## src/rtl/brd_regs.svh

```systemverilog
// Address map and boot constants of the boot remap address decoder.
`ifndef BRD_REGS_SVH
`define BRD_REGS_SVH

// First decoding level: sixteen areas of 256 MB, selected by address bits 31:28.
`define BRD_AREA_INTERNAL 4'h0
`define BRD_AREA_EBI_FIRST 4'h1
`define BRD_AREA_EBI_LAST 4'h8
`define BRD_AREA_PERIPH 4'hF

// Internal memory area: second level decodes 1 MB slots, bits 27:20.
`define BRD_BOOT_BASE 32'h0000_0000
`define BRD_BOOT_TOP 32'h000F_FFFF
`define BRD_SRAM_BASE 32'h0030_0000
`define BRD_SRAM_SIZE 32'h0000_4000
`define BRD_ROM_BASE 32'h0040_0000
`define BRD_ROM_SIZE 32'h0000_8000
`define BRD_USB_BASE 32'h0050_0000
`define BRD_LCD_BASE 32'h0060_0000

// Peripheral area: user peripherals and the system peripheral window.
`define BRD_USERPER_BASE 32'hFFFA_0000
`define BRD_USERPER_TOP 32'hFFFC_FFFF
`define BRD_SYSPER_BASE 32'hFFFF_EA00
`define BRD_SYSPER_SLOT_LSB 8

// Boot pin capture: reset must cover the two synchroniser stages plus the capture.
`define BRD_RESET_MIN_CYCLES 3

`endif

```

## src/rtl/brd_pkg.sv

```systemverilog
// Types shared by the boot remap address decoder.
`default_nettype none

package brd_pkg;

    typedef enum logic [2:0] {
        SLV_NONE,
        SLV_SRAM,
        SLV_ROM,
        SLV_USB,
        SLV_LCD,
        SLV_EBI,
        SLV_APB
    } brd_slave_t;

    typedef struct packed {
        logic valid;
        logic [31:0] addr;
    } brd_req_t;

    typedef struct packed {
        logic valid;
        brd_slave_t slave;
        logic [2:0] chipSel;
        logic abort;
        logic sysPer;
        logic [4:0] perSlot;
        logic [27:0] offset;
    } brd_dec_t;

    typedef struct packed {
        logic romBoot;
        logic slowClock;
        logic cs0ByteSelect;
        logic cs0Bus16;
    } brd_boot_cfg_t;

endpackage : brd_pkg

`default_nettype wire

```

## src/rtl/brd_decoder.sv

```systemverilog
// Boot remap address decoder for the instruction and data bus masters.
`include "brd_regs.svh"
`default_nettype none

module brd_decoder (
    // Clock and reset
    input wire logic core_clk,
    input wire logic rst,
    // Boot select strap pin
    input wire logic bootSelectPin,
    // Remap bit writes, index 0 instruction master, index 1 data master
    input wire logic [1:0] remapWrEn,
    input wire logic [1:0] remapWrVal,
    // Master requests
    input wire brd_pkg::brd_req_t [1:0] req,
    // Registered decode results, one cycle after the request
    output brd_pkg::brd_dec_t [1:0] dec,
    // Mapping state
    output logic remapBitInstrMaster,
    output logic remapBitDataMaster,
    output brd_pkg::brd_boot_cfg_t bootCfg
);
    import brd_pkg::*;

    typedef struct packed {
        logic syncFirst;
        logic syncSecond;
        logic romBoot;
        logic [1:0] remap;
        logic firstPend;
        brd_dec_t [1:0] dec;
    } brd_state_t;

    brd_state_t stateQ;
    brd_state_t stateD;
    brd_dec_t [1:0] decRaw;

    ////////////////////////////////////////////////////////////////////////////////

    genvar gi;
    generate
        for (gi = 0; gi < 2; gi++) begin : g_master
            brd_area_decode u_dec (
                .addr(req[gi].addr),
                .remap(stateQ.remap[gi]),
                .romBoot(stateQ.romBoot),
                .dec(decRaw[gi])
            );
        end
    endgenerate

    ////////////////////////////////////////////////////////////////////////////////

    always_comb begin
        stateD = stateQ;
        // The synchroniser runs through reset so the strap is settled by release.
        stateD.syncFirst = bootSelectPin;
        stateD.syncSecond = stateQ.syncFirst;
        if (rst) begin
            stateD.romBoot = stateQ.syncSecond;
            stateD.remap = 2'h0;
            stateD.firstPend = 1'b1;
            stateD.dec = '0;
        end else begin
            for (int i = 0; i < 2; i++) begin
                if (remapWrEn[i]) begin
                    stateD.remap[i] = remapWrVal[i];
                end
                // Decoding uses the mapping in force before this cycle's remap write.
                stateD.dec[i] = decRaw[i];
                stateD.dec[i].valid = req[i].valid;
            end
            // Only the instruction master fetches the reset vector, so only it ends the wait.
            if (req[0].valid) begin
                stateD.firstPend = 1'b0;
            end
        end
    end

    always_ff @(posedge core_clk) begin
        stateQ <= stateD;
    end

    assign dec = stateQ.dec;
    assign remapBitInstrMaster = stateQ.remap[0];
    assign remapBitDataMaster = stateQ.remap[1];

    // External boot runs on the slow clock with the memory controller defaults.
    always_comb begin
        bootCfg.romBoot = stateQ.romBoot;
        bootCfg.slowClock = !stateQ.romBoot;
        bootCfg.cs0ByteSelect = !stateQ.romBoot;
        bootCfg.cs0Bus16 = !stateQ.romBoot;
    end

    logic [1:0] inBoot;
    logic [1:0] inUnused;
    logic [3:0] areaZero;
    brd_slave_t bootSlave0;
    // The slave that the instruction master must see at zero under the present mapping.
    always_comb begin
        bootSlave0 = remapBitInstrMaster ? SLV_SRAM : (bootCfg.romBoot ? SLV_ROM : SLV_EBI);
        for (int i = 0; i < 2; i++) begin
            inBoot[i] = req[i].valid && req[i].addr <= `BRD_BOOT_TOP;
            inUnused[i] = req[i].valid && req[i].addr[31:28] > `BRD_AREA_EBI_LAST
                && req[i].addr[31:28] < `BRD_AREA_PERIPH;
        end
        areaZero = req[0].addr[31:28];
    end
endmodule : brd_decoder

`default_nettype wire

```

## src/rtl/brd_area_decode.sv

```systemverilog
// Combinational address decode of one bus master.
`include "brd_regs.svh"
`default_nettype none

module brd_area_decode (
    // Request address and mapping state
    input wire logic [31:0] addr,
    input wire logic remap,
    input wire logic romBoot,
    // Decode result, valid bit left clear
    output brd_pkg::brd_dec_t dec
);
    import brd_pkg::*;

    localparam logic [31:0] SramBase = `BRD_SRAM_BASE;
    localparam logic [31:0] RomBase = `BRD_ROM_BASE;
    localparam logic [31:0] UsbBase = `BRD_USB_BASE;
    localparam logic [31:0] LcdBase = `BRD_LCD_BASE;
    localparam logic [31:0] BootBase = `BRD_BOOT_BASE;

    logic [3:0] area;
    logic [7:0] slotMb;

    assign area = addr[31:28];
    assign slotMb = addr[27:20];

    always_comb begin
        dec = '0;
        dec.slave = SLV_NONE;
        dec.offset = addr[27:0];
        if (area == `BRD_AREA_INTERNAL) begin
            dec.offset = {8'h00, addr[19:0]};
            if (slotMb == BootBase[27:20]) begin
                // The whole first megabyte goes to the boot slave only.
                if (remap) begin
                    dec.slave = SLV_SRAM;
                end else if (romBoot) begin
                    dec.slave = SLV_ROM;
                end else begin
                    dec.slave = SLV_EBI;
                    dec.chipSel = 3'h0;
                end
            end else if (slotMb == SramBase[27:20] && addr[19:0] < `BRD_SRAM_SIZE) begin
                dec.slave = SLV_SRAM;
            end else if (slotMb == RomBase[27:20] && addr[19:0] < `BRD_ROM_SIZE) begin
                dec.slave = SLV_ROM;
            end else if (slotMb == UsbBase[27:20]) begin
                dec.slave = SLV_USB;
            end else if (slotMb == LcdBase[27:20]) begin
                dec.slave = SLV_LCD;
            end else begin
                dec.abort = 1'b1;
            end
        end else if (area >= `BRD_AREA_EBI_FIRST && area <= `BRD_AREA_EBI_LAST) begin
            dec.slave = SLV_EBI;
            dec.chipSel = 3'(area - `BRD_AREA_EBI_FIRST);
        end else if (area == `BRD_AREA_PERIPH) begin
            dec.slave = SLV_APB;
            if (addr >= `BRD_SYSPER_BASE) begin
                // Slots count in 256 bytes; a 512-byte peripheral owns two.
                dec.sysPer = 1'b1;
                dec.perSlot = addr[`BRD_SYSPER_SLOT_LSB +: 5];
            end
        end else begin
            dec.abort = 1'b1;
        end
    end

endmodule : brd_area_decode

`default_nettype wire

```

## config.mk

```make
export PLATFORM = sky130hd
export DESIGN_NAME = brd_decoder
export DESIGN_NICKNAME = d
export VERILOG_FILES = /design/src/rtl/brd_pkg.sv /design/src/rtl/brd_decoder.sv /design/src/rtl/brd_area_decode.sv
export VERILOG_INCLUDE_DIRS = /design/src /design/src/rtl
export SDC_FILE = /design/constraint.sdc
export NUM_CORES = 1
export LEC_CHECK = 0
export BUFFER_PORTS_ARGS = -buffer_cell sky130_fd_sc_hd__buf_2
export CORE_MARGIN = 1
export CORE_UTILIZATION = 44
export CTS_CLUSTER_DIAMETER = 60
export DETAILED_ROUTE_END_ITERATION = 8
export MAX_ROUTING_LAYER = met4
export PLACE_DENSITY = 0.81
export SYNTH_ARGS = -nofsm -noshare
export SYNTH_HDL_FRONTEND = slang
export SYNTH_HIERARCHICAL = 1
export SYNTH_SLANG_ARGS = --single-unit
```

## constraint.sdc

```tcl
create_clock -name core_clk -period 1.87 [get_ports core_clk]
set_clock_uncertainty 0.1 [all_clocks]
set_input_delay 0.0935 -clock core_clk [delete_from_list [all_inputs] [get_ports core_clk]]
set_output_delay 0.0935 -clock core_clk [all_outputs]
set_load 0.005 [all_outputs]
```

# After elaboration in Yosys (flattened, before gate mapping)
# Cells that the tools add are included.
[totals] word_cells=107 in_bits=73 output_inout_bits=90 reg_bits=89
[op_classes] n_lt_le_gt_ge=10 n_reduce_logical=19 mux=39 n_bitwise=6 addsub=2 eq_ne=10
[ops] cell="$ge A32 B32 Y1 const B" count=2
[ops] cell="$mux W3" count=19
[ops] cell="$eq A8 B3 Y1 const B" count=6
[ops] cell="$lt A20 B15 Y1 const B" count=2
[ops] cell="$lt A20 B16 Y1 const B" count=2
[ops] cell="$mux W7" count=4
[ops] cell="$mux W6" count=4
[ops] cell="$eq A8 B2 Y1 const B" count=2
[ops] cell="$logic_not A8 Y1" count=2
[ops] cell="$mux W1" count=12
[ops] cell="$reduce_or A5 Y1" count=2
[ops] cell="$eq A4 B4 Y1 const B" count=2
[ops] cell="$ge A4 B1 Y1 const B" count=2
[ops] cell="$le A4 B4 Y1 const B" count=2
[ops] cell="$logic_not A4 Y1" count=2
[ops] cell="$reduce_or A4 Y1" count=2
[ops] cell="$logic_and A1 B1 Y1" count=6
[ops] cell="$not A1 Y1" count=6
[ops] cell="$reduce_or A3 Y1" count=2
[ops] cell="$sub A3 B1 Y3 const B" count=2
[ops] cell="$reduce_or A2 Y1" count=2
[ops] cell="$logic_not A1 Y1" count=1

# Longest topological paths before layout
[logic_depth] word_depth=7 ltp_mapped=7 depth_no_buf=7

# Modules after synthesis
# Netlist, hierarchy kept.
[by_module_without_submodules] module="brd_decoder" cells_per_inst=274 seq_area_each_um2=1791.7 area_each_um2=3074.2 instances=1
[by_module_without_submodules] module="brd_area_decode (g_master[0].u_dec)" cells_per_inst=96 seq_area_each_um2=0.0 area_each_um2=588.1 instances=1
[by_module_without_submodules] module="brd_area_decode (g_master[1].u_dec)" cells_per_inst=92 seq_area_each_um2=0.0 area_each_um2=583.1 instances=1

# Worst setup path before layout
# OpenSTA, ideal clock, no wires.
[synth_timing] path_kind="input to register" startpoint="input req[52] in the netlist's numbering" endpoint="register stateQ, in the netlist dec[80]" setup_ns=0.065 t_arrival_ns=1.698 required_time_ns=1.705 path_stages=5 slack_ns=0.007 n_path_buf=0 cell_sequence="or4_4 -> or4_1 -> mux2_4 -> o41ai_2 -> nor2b_1"
[synth_lines] element="start, declared" line_no="brd_decoder.sv:15" source="input wire brd_pkg::brd_req_t [1:0] req,"
[synth_lines] element="end signal, assigned" line_no="brd_decoder.sv:81" source="stateQ <= stateD;"
[synth_lines] element="end, declared" line_no="brd_decoder.sv:34" source="brd_state_t stateQ;"

==> key figures <==
Status
  – Status: finished, final reports clean

Pwr
  – Internal: 3110 uW
  – Sequential Power Share: 49.4%
  – Part of the power in the clock network: 37.2%
  – Overall power: 4070 uW
  – Max VDD drop: 0.439 mV
  – Leak Pwr: 0.00247 uW
  – Psw: 966 uW
  – Pwr dens: 804 mW/mm2
  – Part of the power in combinational logic: 13.4%
  – Sw frac: 23.7%

Synth
  – Post-Syn Instances: 458
  – Mapped Area: 0.00422 mm2
  – Ys Warns: 6
  – Synth Net Count: 535
  – Syn Area/Cell: 9.22 um2

Placement
  – I/O Buffers: 162
  – Hpwl dp: 5970 um
  – Area after DPL: 0.00429 mm2
  – Routability cong.: 0.880
  – Pre-CTS WS: -0.193 ns

Routing
  – Final ANT Viol Nets: 0
  – Drt wl/cell: 13.0 um
  – Vias: 3114
  – Residual DRC: 0
  – Initial DRC Count: 87
  – Number of detailed-route iterations in the first pass: 4
  – Vias/cell: 4.49
  – Routed WL: 9030 um

Clocking
  – Clk root buf: clkbuf_8
  – Htree depth: 3
  – Num CTS Buffers: 9
  – Clk slew on worst S/H paths: 0.09 ns
  – CTS tree: done
  – Post-CTS setup buffer count: 0
  – Clock sink count: 89
  – Clock Latency Late Sink: 0.34 ns
  – Clk buf depth: 2

Layout
  – Layout cells sized above 1: 36.7%
  – Seq. cell area: 0.00179 mm2
  – Final Util: 54.6%
  – Antenna cells: 0
  – Syn-to-layout area delta: 19.9%
  – Cell area after layout: 0.00506 mm2
  – # nets final: 636
  – Fillers: 861
  – Area of the multi-input gates: 0.00132 mm2

Critical path
  – Reg2Reg Capture Point: dec[81]
  – Setup slack, reg-to-reg: 0.23 ns
  – Worst Path Required: 2.05 ns
  – CP Max Fanout: 4
  – CP startpoint kind: primary input
  – WS Path Type: primary input to flop
  – Worst r2r src: remapBitDataMaster
  – Worst Path Arrival: 2.03 ns
  – Worst setup EP type: flop
  – Worst r2r path cells: 5

Worst hold path
  – Worst Hold Depth: 3
  – Hold EP: dec[67]
  – Hold wc startpoint: req[58]
  – Type of the worst min-delay path: primary input to flop

Run
  – Maxcap violations: 0

Floorplanning
  – Die height: 100 um
  – Num rows: 35
  – Initial core utilization: 45.5%
  – Die area: 0.00999 mm2
  – Core ar.: 0.00928 mm2
  – # IOs: 163
  – Die X: 100 um

Global routing
  – Initial antenna violation count: 0
  – First-pass GRT wire length: 13700 um
  – Largest net degree at the start of global routing: 88
  – GR Util All Layers: 18.0%
  – Aggregate global routing overflow: 0
  – Vias in the first global route: 3062

Timing
  – Final WS setup: 0.0218 ns
  – Sum Neg Setup Slack: 0 ns
  – Hold Fails Final Rpt: 0
  – Fin. max-slew vios: 0
  – RSZ-0062 raised after global routing: false
  – Tmin final: 1.85 ns
  – Peak Freq: 541 MHz
  – Slew @ Worst Pin: 0.482 ns
  – Slew headroom: 67.7%
  – Fin crit share: 98.8%
  – Setup Viol. Count Final: 0
-- worst max-delay path, cell delays in order --
cell and delay, ns:
dlygate4sd3_1 0.54, buf_2 0.15, or4_4 0.54, mux2_4 0.27
o41ai_2 0.28, nor2b_1 0.15
-- worst max path at each step --
stage	to	slack, ns	startpoint
after floorplan	dec[80]	0.007	req[52]
after global routing	dec[29]	0.01	req[28]
after global placement	dec[80]	-0.15	req[52]
after detailed placement	dec[80]	-0.19	req[52]
final	dec[80]	0.02	req[51]
after CTS	dec[80]	0.02	req[51]
-- metrics by stage --
| step | hold WS (ns) | std cells |
|---|---|---|
| 2_1_floorplan | 0.0212 | 458 |
| 3_3_place_gp | 0.0980 | 624 |
| 3_5_place_dp | 0.0988 | 624 |
| 4_1_cts | 0.00907 | 693 |
| 5_1_grt | 0.0307 | 693 |
| 6_report | 0.0282 | 693 |
-- layout by cell type (no fill, tap or decap), types with 2 or more instances in the layout --
cell type      instances
buf_2                162
nor2b_1               99
dfxtp_1               88
dlygate4sd3_1         53
nor2_1                23
inv_1                 19
buf_4                 16
clkbuf_8              10
a21oi_1                8
nand2_1                8
nand3_1                6
nand4_1                6
nand2b_1               5
or4_4                  4
nor3_1                 4
ha_1                   4
nor4_1                 3
o21bai_1               3
and3_1                 3
nor3b_1                3
mux2i_1                2
clkinv_4               2
bufinv_16              2
or2_2                  2
o41ai_2                2
o22ai_1                2
xnor2_1                2
o211ai_1               2
o21ai_0                2
o31a_1                 2
-- power groups by stage --
stage | logic (uW) | clock network [uW] | registers [uW]
finish | 547 | 1510 | 2010
global route | 599 | 1620 | 2020
CTS | 540 | 1570 | 2010
detailed placement | 452 | 0 | 2060
global placement | 441 | 0 | 2050
floorplan | 383 | 0 | 2050
-- state kept, by name, indices dropped and copies added (netlist names) --
name,count
stateQ,1
stateD,1
remapBitInstrMaster,1
dec,84
bootCfg,1
remapBitDataMaster,1
-- area by class of cell --
class | instances | share of cell area, %
Clock buffer | 10 | 2.72
Sequential cell | 89 | 35.4
Clock inverter | 6 | 1.93
Tap cell | 129 | 3.19
Multi-Input combinational cell | 208 | 26.1
Inverter | 19 | 1.41
Timing Repair Buffer | 232 | 29.2
-- what timing repair did --
action	CTS	global route
hold buffers	53	0
gates resized for setup	0	3
setup endpoints to repair	0	4
hold endpoints to repair	55	0
-- routing by layer --
metal | share of wire [%] | vias to the layer above | global-route usage (%)
met5 | 0 | - | -
met4 | 3.0 | 0 | 8.82
met3 | 5.3 | 27 | 4.53
met2 | 50 | 118 | 31.6
met1 | 41 | 1444 | 18.9
li1 | - | 1525 | -
Power figures use the tool's default switching activity.
